==> src/gpb_regs.svh <==
`ifndef GPB_REGS_SVH
`define GPB_REGS_SVH
// ------------------------------------------------------------
// pin counts and positions
// ------------------------------------------------------------
`define GPB_NUM_SINGLE 5
`define GPB_BUS_W 8
`define GPB_PIN_FRAME 0
`define GPB_PIN_BATT 1
`define GPB_PIN_POWER 2
`define GPB_PIN_RD 3
`define GPB_PIN_WR 4
// ------------------------------------------------------------
// timing
// ------------------------------------------------------------
`define GPB_CLK_PERIOD_NS 4
`define GPB_STROBE_MIN_NS 50
// least time rounds up to whole cycles
`define GPB_STROBE_CYC (((`GPB_STROBE_MIN_NS) + (`GPB_CLK_PERIOD_NS) - 1) / (`GPB_CLK_PERIOD_NS))
`define GPB_CNT_W 5
// ------------------------------------------------------------
// reset values
// ------------------------------------------------------------
`define GPB_RST_SINGLE 5'h00
`define GPB_RST_BYTE 8'h00
`define GPB_RST_CNT 5'h00
`endif

==> src/gpb_pkg.sv <==
`include "gpb_regs.svh"
package gpb_pkg;
   // strobe sequencer states
   typedef enum logic [1:0] {
      GPB_IDLE  = 2'b00,
      GPB_SETUP = 2'b01,
      GPB_PULSE = 2'b10,
      GPB_HOLD  = 2'b11
   } gpb_seq_st_t;

   // sequencer state
   typedef struct packed {
      gpb_seq_st_t st;
      logic wr;
      logic [`GPB_CNT_W-1:0] cnt;
   } gpb_seq_t;

   // port state
   typedef struct packed {
      logic [`GPB_NUM_SINGLE-1:0] pin_out;
      logic [`GPB_NUM_SINGLE-1:0] pin_oe;
      logic [`GPB_NUM_SINGLE-1:0] pin_in;
      logic [`GPB_BUS_W-1:0] bus_out;
      logic bus_oe;
      logic [`GPB_BUS_W-1:0] bus_in;
      logic busy;
      logic done;
      logic frame_mark;
      logic battery_low;
      logic power_on;
   } gpb_port_t;
endpackage

==> src/gpb_seq_if.sv <==
`timescale 1ns/10ps
`default_nettype none
// link between port logic and strobe sequencer
interface gpb_seq_if;
   import gpb_pkg::*;
   logic start;
   logic is_write;
   gpb_seq_st_t st;
   logic wr;
   modport ctl (output start, output is_write, input st, input wr);
   modport seq (input start, input is_write, output st, output wr);
endinterface
`default_nettype wire

==> src/gpb_port.sv <==
// Functional notes
// - the port offers five single pins and an eight pin byte bus, thirteen pins in all.
// - after reset every single pin and every bus pin is an input with its driver off.
// - single pins are steered bit by bit while the bus is read and written as one byte.
// - each single pin has its own direction bit selecting input or output.
// - a bus transfer is framed by a low strobe of at least 50 ns, pin four reads, pin five writes.
// - a read strobe latches the byte present on the bus pins into the bus input data.
// - a write strobe drives and latches the output byte onto the bus pins for the far side.
// - pin one is plain i/o or, read as input, a frame start indicator.
// - pin two is plain i/o or, read as input, a battery low flag.
// - pin three driven high enables card and display power, driven low disables it.
// - with pin three set as input an external circuit decides the power level.
`timescale 1ns/10ps
`default_nettype none
module gpb_port
   import gpb_pkg::*;
(
   input wire logic clock,
   input wire logic rst_n,
   input wire logic [`GPB_NUM_SINGLE-1:0] pin_dir,
   input wire logic [`GPB_NUM_SINGLE-1:0] pin_out_val,
   output logic [`GPB_NUM_SINGLE-1:0] pin_in_val,
   input wire logic [`GPB_NUM_SINGLE-1:0] pin_i,
   output logic [`GPB_NUM_SINGLE-1:0] pin_o,
   output logic [`GPB_NUM_SINGLE-1:0] pin_oe,
   input wire logic bus_dir_out,
   input wire logic bus_rd_req,
   input wire logic bus_wr_req,
   input wire logic [`GPB_BUS_W-1:0] bus_wr_byte,
   output logic [`GPB_BUS_W-1:0] bus_rd_byte,
   output logic bus_busy,
   output logic bus_done,
   input wire logic [`GPB_BUS_W-1:0] byte_bus_pins_i,
   output logic [`GPB_BUS_W-1:0] byte_bus_pins_o,
   output logic byte_bus_pins_oe,
   output logic frame_mark,
   output logic battery_low,
   output logic peripheral_power_on
);
   gpb_seq_if sq ();
   gpb_port_t q, d;
   logic transfer;
   logic start_req;

   // ------------------------------------------------------------
   // strobe sequencer
   // ------------------------------------------------------------
   gpb_strobe_seq u_seq (
      .clock(clock),
      .rst_n(rst_n),
      .sq(sq.seq)
   );

   // request gating, write wins when both arrive together
   assign start_req = (bus_rd_req | bus_wr_req) & (sq.st == GPB_IDLE);
   assign sq.start = start_req;
   assign sq.is_write = bus_wr_req;
   assign transfer = (sq.st != GPB_IDLE);

   // ------------------------------------------------------------
   // next state of pins, bus and status
   // ------------------------------------------------------------
   always_comb begin
      d = q;
      // per pin direction and value
      for (int i = 0; i < `GPB_NUM_SINGLE; i++) begin
         d.pin_oe[i] = pin_dir[i];
         d.pin_out[i] = pin_out_val[i];
      end
      // strobe pin takes over during a transfer
      if (transfer) begin
         if (sq.wr) begin
            d.pin_oe[`GPB_PIN_WR] = 1'b1;
            d.pin_out[`GPB_PIN_WR] = (sq.st != GPB_PULSE);
         end else begin
            d.pin_oe[`GPB_PIN_RD] = 1'b1;
            d.pin_out[`GPB_PIN_RD] = (sq.st != GPB_PULSE);
         end
      end
      d.pin_in = pin_i;
      // latch output byte on a write request
      if (start_req && bus_wr_req) begin
         d.bus_out = bus_wr_byte;
      end
      // drive for writes, release for inputs and reads
      d.bus_oe = transfer ? sq.wr : bus_dir_out;
      // capture bus at the end of the read pulse
      if (sq.st == GPB_HOLD && !sq.wr) begin
         d.bus_in = byte_bus_pins_i;
      end
      d.busy = transfer | start_req;
      d.done = (sq.st == GPB_HOLD);
      // alternate pin meanings, only while the pin is an input
      d.frame_mark = !pin_dir[`GPB_PIN_FRAME] & pin_i[`GPB_PIN_FRAME];
      d.battery_low = !pin_dir[`GPB_PIN_BATT] & pin_i[`GPB_PIN_BATT];
      // own drive or external circuit
      d.power_on = pin_dir[`GPB_PIN_POWER] ? pin_out_val[`GPB_PIN_POWER]
                                           : pin_i[`GPB_PIN_POWER];
   end

   // ------------------------------------------------------------
   // state register, all inputs after reset
   // ------------------------------------------------------------
   always_ff @(posedge clock or negedge rst_n) begin
      if (!rst_n) begin
         q.pin_out <= `GPB_RST_SINGLE;
         q.pin_oe <= `GPB_RST_SINGLE;
         q.pin_in <= `GPB_RST_SINGLE;
         q.bus_out <= `GPB_RST_BYTE;
         q.bus_oe <= 1'b0;
         q.bus_in <= `GPB_RST_BYTE;
         q.busy <= 1'b0;
         q.done <= 1'b0;
         q.frame_mark <= 1'b0;
         q.battery_low <= 1'b0;
         q.power_on <= 1'b0;
      end else begin
         q <= d;
      end
   end

   // outputs straight from the register
   assign pin_o = q.pin_out;
   assign pin_oe = q.pin_oe;
   assign pin_in_val = q.pin_in;
   assign byte_bus_pins_o = q.bus_out;
   assign byte_bus_pins_oe = q.bus_oe;
   assign bus_rd_byte = q.bus_in;
   assign bus_busy = q.busy;
   assign bus_done = q.done;
   assign frame_mark = q.frame_mark;
   assign battery_low = q.battery_low;
   assign peripheral_power_on = q.power_on;

   // ------------------------------------------------------------
   // helper: length of the current low strobe
   // ------------------------------------------------------------
   localparam int STROBE_CYC_I = `GPB_STROBE_CYC;
   logic [`GPB_CNT_W-1:0] low_cnt_q;
   logic strobe_low;
   assign strobe_low = (q.pin_oe[`GPB_PIN_RD] & !q.pin_out[`GPB_PIN_RD])
                     | (q.pin_oe[`GPB_PIN_WR] & !q.pin_out[`GPB_PIN_WR]);

   // count cycles the strobe is low
   always_ff @(posedge clock or negedge rst_n) begin
      if (!rst_n) begin
         low_cnt_q <= `GPB_RST_CNT;
      end else if (strobe_low && transfer) begin
         low_cnt_q <= low_cnt_q + `GPB_CNT_W'(1);
      end else begin
         low_cnt_q <= `GPB_RST_CNT;
      end
   end
endmodule
`default_nettype wire

==> src/gpb_strobe_seq.sv <==
`timescale 1ns/10ps
`default_nettype none
module gpb_strobe_seq
   import gpb_pkg::*;
(
   input wire logic clock,
   input wire logic rst_n,
   gpb_seq_if.seq sq
);
   localparam logic [`GPB_CNT_W-1:0] LAST_CNT = `GPB_CNT_W'(`GPB_STROBE_CYC - 1);
   gpb_seq_t q, d;

   // ------------------------------------------------------------
   // sequence: setup, low pulse, hold
   // ------------------------------------------------------------
   always_comb begin
      d = q;
      case (q.st)
         GPB_IDLE: begin
            if (sq.start) begin
               d.st = GPB_SETUP;
               d.wr = sq.is_write;
               d.cnt = `GPB_RST_CNT;
            end
         end
         GPB_SETUP: begin
            d.st = GPB_PULSE;
            d.cnt = `GPB_RST_CNT;
         end
         GPB_PULSE: begin
            d.cnt = q.cnt + `GPB_CNT_W'(1);
            if (q.cnt == LAST_CNT) begin // pulse length
               d.st = GPB_HOLD;
            end
         end
         GPB_HOLD: begin
            d.st = GPB_IDLE;
         end
         default: begin
            d.st = GPB_IDLE;
         end
      endcase
   end

   // state register
   always_ff @(posedge clock or negedge rst_n) begin
      if (!rst_n) begin
         q <= '{st: GPB_IDLE, wr: 1'b0, cnt: `GPB_RST_CNT};
      end else begin
         q <= d;
      end
   end

   assign sq.st = q.st;
   assign sq.wr = q.wr;
endmodule
`default_nettype wire

==> config.mk <==
export PLATFORM = sky130hd
export DESIGN_NAME = gpb_port
export DESIGN_NICKNAME = d
export VERILOG_FILES = /design/src/gpb_pkg.sv /design/src/gpb_seq_if.sv /design/src/gpb_port.sv /design/src/gpb_strobe_seq.sv
export VERILOG_INCLUDE_DIRS = /design/src
export SDC_FILE = /design/constraint.sdc
export NUM_CORES = 1
export LEC_CHECK = 0
export ABC_AREA = 1
export BUFFER_PORTS_ARGS = -buffer_cell sky130_fd_sc_hd__buf_4
export CORE_ASPECT_RATIO = 0.5
export CORE_MARGIN = 3
export CORE_UTILIZATION = 35
export DETAILED_ROUTE_END_ITERATION = 16
export GPL_ROUTABILITY_DRIVEN = 0
export PLACE_DENSITY = 0.73
export SYNTH_ARGS = -nofsm -noshare
export SYNTH_HDL_FRONTEND = slang
export SYNTH_HIERARCHICAL = 1
export SYNTH_SLANG_ARGS = --single-unit
==> constraint.sdc <==
create_clock -name clock -period 1.7 [get_ports clock]
set_clock_uncertainty 0.15 [all_clocks]
set_input_delay 0 -clock clock [delete_from_list [all_inputs] [get_ports clock]]
set_output_delay 0 -clock clock [all_outputs]
set_load 0.01 [all_outputs]
==> impl_summary.txt <==
----------------------------------------------------
[Drt]
  Antenna-violating nets left ... 0
  Total Routed Length ... 4820 um
  Via count ... roughly 1,700
  WL per Instance ... 13.1 um
  DRC ... 0
  Number of iterations in the first detailed-routing pass ... 4
  Via density per instance ... 4.56
  Iteration-0 DRC count of the detailed router ... 92

[Logic synthesis]
  Multiplexer fraction of the synthesized cell area ... 0%
  Proportion of synthesized chip area in sequential cells ... ~62%
  Post-synthesis instance total ... 186
  Top cells by area, synth ... sky130_fd_sc_hd__dfrtp_1, sky130_fd_sc_hd__nand2_1, sky130_fd_sc_hd__nand3_1, sky130_fd_sc_hd__ha_1, sky130_fd_sc_hd__inv_1
  Share of the synthesized area in the top cell type ... 62.0%
  Predominant post-synthesis flop cell ... sky130_fd_sc_hd__dfrtp_1
  Count of synthesis-stage warnings from yosys ... 6
  Synthesized-area fraction occupied by ao, oa, aoi and oai cells ... between 3 and 4%
  Syn nets ... 228
  Adder-cell area share of the yosys netlist ... just over 4%
  Share of flip-flops with an asynchronous set or reset after synthesis ... 100%
  Top cells by count, synth ... sky130_fd_sc_hd__nand2_1, sky130_fd_sc_hd__dfrtp_1, sky130_fd_sc_hd__nand3_1
  Mapped cell area ... 0.00182 sq mm
  Number of flops mapped to enable cells by yosys ... 0
  Synthesized area per cell ... just under 10 sq um
  Most common cell in the netlist ... sky130_fd_sc_hd__nand2_1
  Yosys reg bits ... 45
  Library cell with the largest summed area after synthesis ... sky130_fd_sc_hd__dfrtp_1
  Dominant combinational cell family by area after synthesis ... simple AND/OR/NAND/NOR gates
  Xor/xnor share of the synthesized area ... 0%
  Unique masters post-synth ... 21
  Simple-gate portion of the synthesized area ... roughly 24%

[Global route]
  GR Util All Layers ... 16.3%
  First-pass GRT wire length ... 7970 um
  Initial antenna violation count ... 0
  Number of global-route vias before repair ... 1,736
  Pin count of the biggest net entering global routing ... 46
  Final global-route overflow total ... 0

[Placed design]
  Setup Slack @ Placement ... 0.0713 ns
  # placed instances ... 323
  Count of buffers inserted at the top-level ports ... 72
  Half-perimeter wire length after placement ... 3040 um

[Critical path]
  R2R cell count ... 7
  Origin of the worst setup path ... u_seq/sq.st[1]$_DFFE_PN0P_
  Critical Path Source Type ... flip-flop
  Critical Path Fanout Max ... 9
  Cell Chain, Critical Path ... nor2_4 -> o21a_1 -> inv_2 -> a21oi_4 -> inv_2 -> nand2_1 -> nand2_1
  Critical-path top delay cell ... sky130_fd_sc_hd__dfrtp_2
  Capture point of the worst reg-to-reg path ... u_seq/q[3]$_DFFE_PN0P_
  Dominant delay contributor by cell family on the critical path ... flip-flops
  Category of the critical setup timing path ... flip-flop to flip-flop
  Critical path data arrival time ... ~1.6 ns
  Worst setup path end ... u_seq/q[3]$_DFFE_PN0P_
  Required time at the endpoint of the critical path ... 1.72 ns
  Highest cell delay on the worst timing path ... between 0.4 and 0.5 ns
  Buf/Inv on CP ... 2
  Crit. End Element ... flip-flop
  Worst R2R Start ... u_seq/sq.st[1]$_DFFE_PN0P_
  Logic depth of the worst setup path including buffers ... 7
  Reg-to-reg slack, setup ... 0.11 ns

[Power]
  Pwr per Cell Area ... 1400 mW/mm^2
  Peak VDD IR ... 525 uV
  P_leak ... around 1.5 nW

[Clocking]
  Number of levels in the clock H-tree ... 2
  Clk Latency, worst-skew pair ... approximately 0.29 ns
  Root buffer selected by CTS ... sky130_fd_sc_hd__clkbuf_8
  Clock tree from TritonCTS ... built
  Maximum clock path buffer count ... 2
  Cts bufs inserted ... 5
  Register clock-pin slew on the reported worst setup and hold paths ... 0.09 ns
  Sink count of the clock tree ... 45

[Die]
  Die Footprint ... 0.00614 sq mm
  Number of ports placed on the die boundary ... 73
  Initial Utilization ... about 39%
  Width of the chip ... about 110 um
  Die Ht ... 56.9 um
  Std-Cell Core Area ... 0.00468 sq mm
  Rows ... 17

[Final layout]
  Total Nets Final ... 342
  Ratio of cells with drive above 1 in the final layout ... 30.2%
  Antenna diode instance count ... 0
  Post-route non-filler standard cell count ... 367
  Area growth syn-to-layout ... 58.2%

[STA]
  Worst Tran Pin Value ... about 0.54 ns
  Top achievable clock speed ... 0.628 GHz
  Worst-case setup margin in the final layout ... 0.106 ns
  Final TNS setup ... 0 ns
  Post-layout min period ... 1.59 ns
  Fin. max-slew vios ... 0
  Max_slew headroom ... between 60% and 70%
  Setup repair after global routing missed its margin ... false
  Setup violations, final ... 0
  Final hold violations ... 0
  Period Utilization, post-route ... between 90% and 100%

[Min path]
  Kind of path behind the tightest hold check ... input port to asynchronous set/reset pin

[Run status]
  Result of the run ... complete, no violations

[Job]
  Max-capacitance violation count ... 0

----------------------------------------------------
## state kept, by name, indices dropped and copies added, names as in the netlist, 2 cells and up
signal,cells
pin_in_val,5
u_seq/q,5
bus_rd_byte,8
u_seq/sq.st,2
pin_o,5
byte_bus_pins_o,8
pin_oe,5
## worst min path at each step
stage                      from                    endpoint  slack (ns)  cells past startpoint
final                     rst_n      u_seq/q[2]$_DFFE_PN0P_        0.09                      2
after global routing      rst_n  bus_rd_byte[0]$_DFFE_PN0P_        0.13                      2
after CTS                 rst_n  u_seq/sq.st[0]$_DFFE_PN0P_        0.10                      2
after detailed placement  rst_n      u_seq/q[0]$_DFFE_PN0P_       -0.12                      1
after global placement    rst_n      u_seq/q[0]$_DFFE_PN0P_       -0.13                      1
after floorplan           rst_n       battery_low$_DFF_PN0_       -0.45                      0
## final cells by class
cell class | instances | area [sq um]
inverters | 17 | 65.1
flip-flops and latches | 45 | 1130
multi-input cells | 119 | 583
repair buffers | 112 | 931
clock buffers | 7 | 76.3
fillers | 381 | 1810
well taps | 66 | 82.6
clock inverters | 1 | 7.51
## layer usage
| metal | track usage [%] | vias up | share of wire [%] |
|---|---|---|---|
| met1 | 19.1 | 802 | 41 |
| met3 | 4.02 | 13 | 4.5 |
| met2 | 29.4 | 49 | 52 |
| li1 | - | 811 | - |
| met5 | 0 | - | 0 |
| met4 | 5.94 | 0 | 2.4 |
## repair_timing
action | CTS | global route
hold buffers | 36 | 0
resized for setup | 0 | 1
setup endpoints to repair | 0 | 5
setup buffers | 0 | 0
hold endpoints to repair | 82 | 0
## report_power, final
| part | leakage, nW | switching [W] | internal (W) |
|---|---|---|---|
| sequential | 0.545 | 0.000211 | 0.00139 |
| clock | 0.0385 | 0.000355 | 0.000291 |
| combinational | 0.918 | 0.000977 | 0.000809 |
## through the flow
step / power (W) / cell area, sq um / util (%) / hold slack, ns
2_1_floorplan: 0.00258 / 1820 / - / -0.446
3_3_place_gp: 0.00324 / 2430 / 51.9 / -0.126
3_5_place_dp: 0.00330 / 2430 / 51.9 / -0.117
4_1_cts: 0.00403 / 2870 / 61.4 / 0.102
5_1_grt: 0.00434 / 2870 / 61.4 / 0.132
6_report: 0.00403 / 2870 / 61.4 / 0.0890
## logic make-up (layout without fill, tap and decap cells)
| family | count (synthesis) | after routing |
|---|---|---|
| AOI/OAI and AO/OA | 11 | 11 |
| adders and majority gates | 6 | 6 |
| buffers and inverters | 22 | 137 |
| DFF | 45 | 45 |
| and+or+nand+nor | 102 | 102 |
## worst reg2reg max path: stages, from the launching register on
cell                      delay, ns
sky130_fd_sc_hd__dfrtp_2       0.47
sky130_fd_sc_hd__nor2_4        0.13
sky130_fd_sc_hd__o21a_1        0.18
sky130_fd_sc_hd__inv_2         0.08
sky130_fd_sc_hd__a21oi_4       0.26
sky130_fd_sc_hd__inv_2         0.07
sky130_fd_sc_hd__nand2_1       0.06
sky130_fd_sc_hd__nand2_1       0.07
## cells in the final DEF, fill, tap and decap left out, types with 2 or more instances in the layout
master,count
sky130_fd_sc_hd__dfrtp_1,44
sky130_fd_sc_hd__clkbuf_1,2
sky130_fd_sc_hd__ha_1,6
sky130_fd_sc_hd__nand3_1,24
sky130_fd_sc_hd__nand2_2,2
sky130_fd_sc_hd__inv_2,2
sky130_fd_sc_hd__dlygate4sd3_1,36
sky130_fd_sc_hd__nand2_1,65
sky130_fd_sc_hd__buf_4,76
sky130_fd_sc_hd__a21oi_1,3
sky130_fd_sc_hd__clkbuf_8,5
sky130_fd_sc_hd__o21ai_0,4
sky130_fd_sc_hd__inv_1,14
sky130_fd_sc_hd__nor2_1,7
Note: power is estimated with default switching activity, not from simulation.
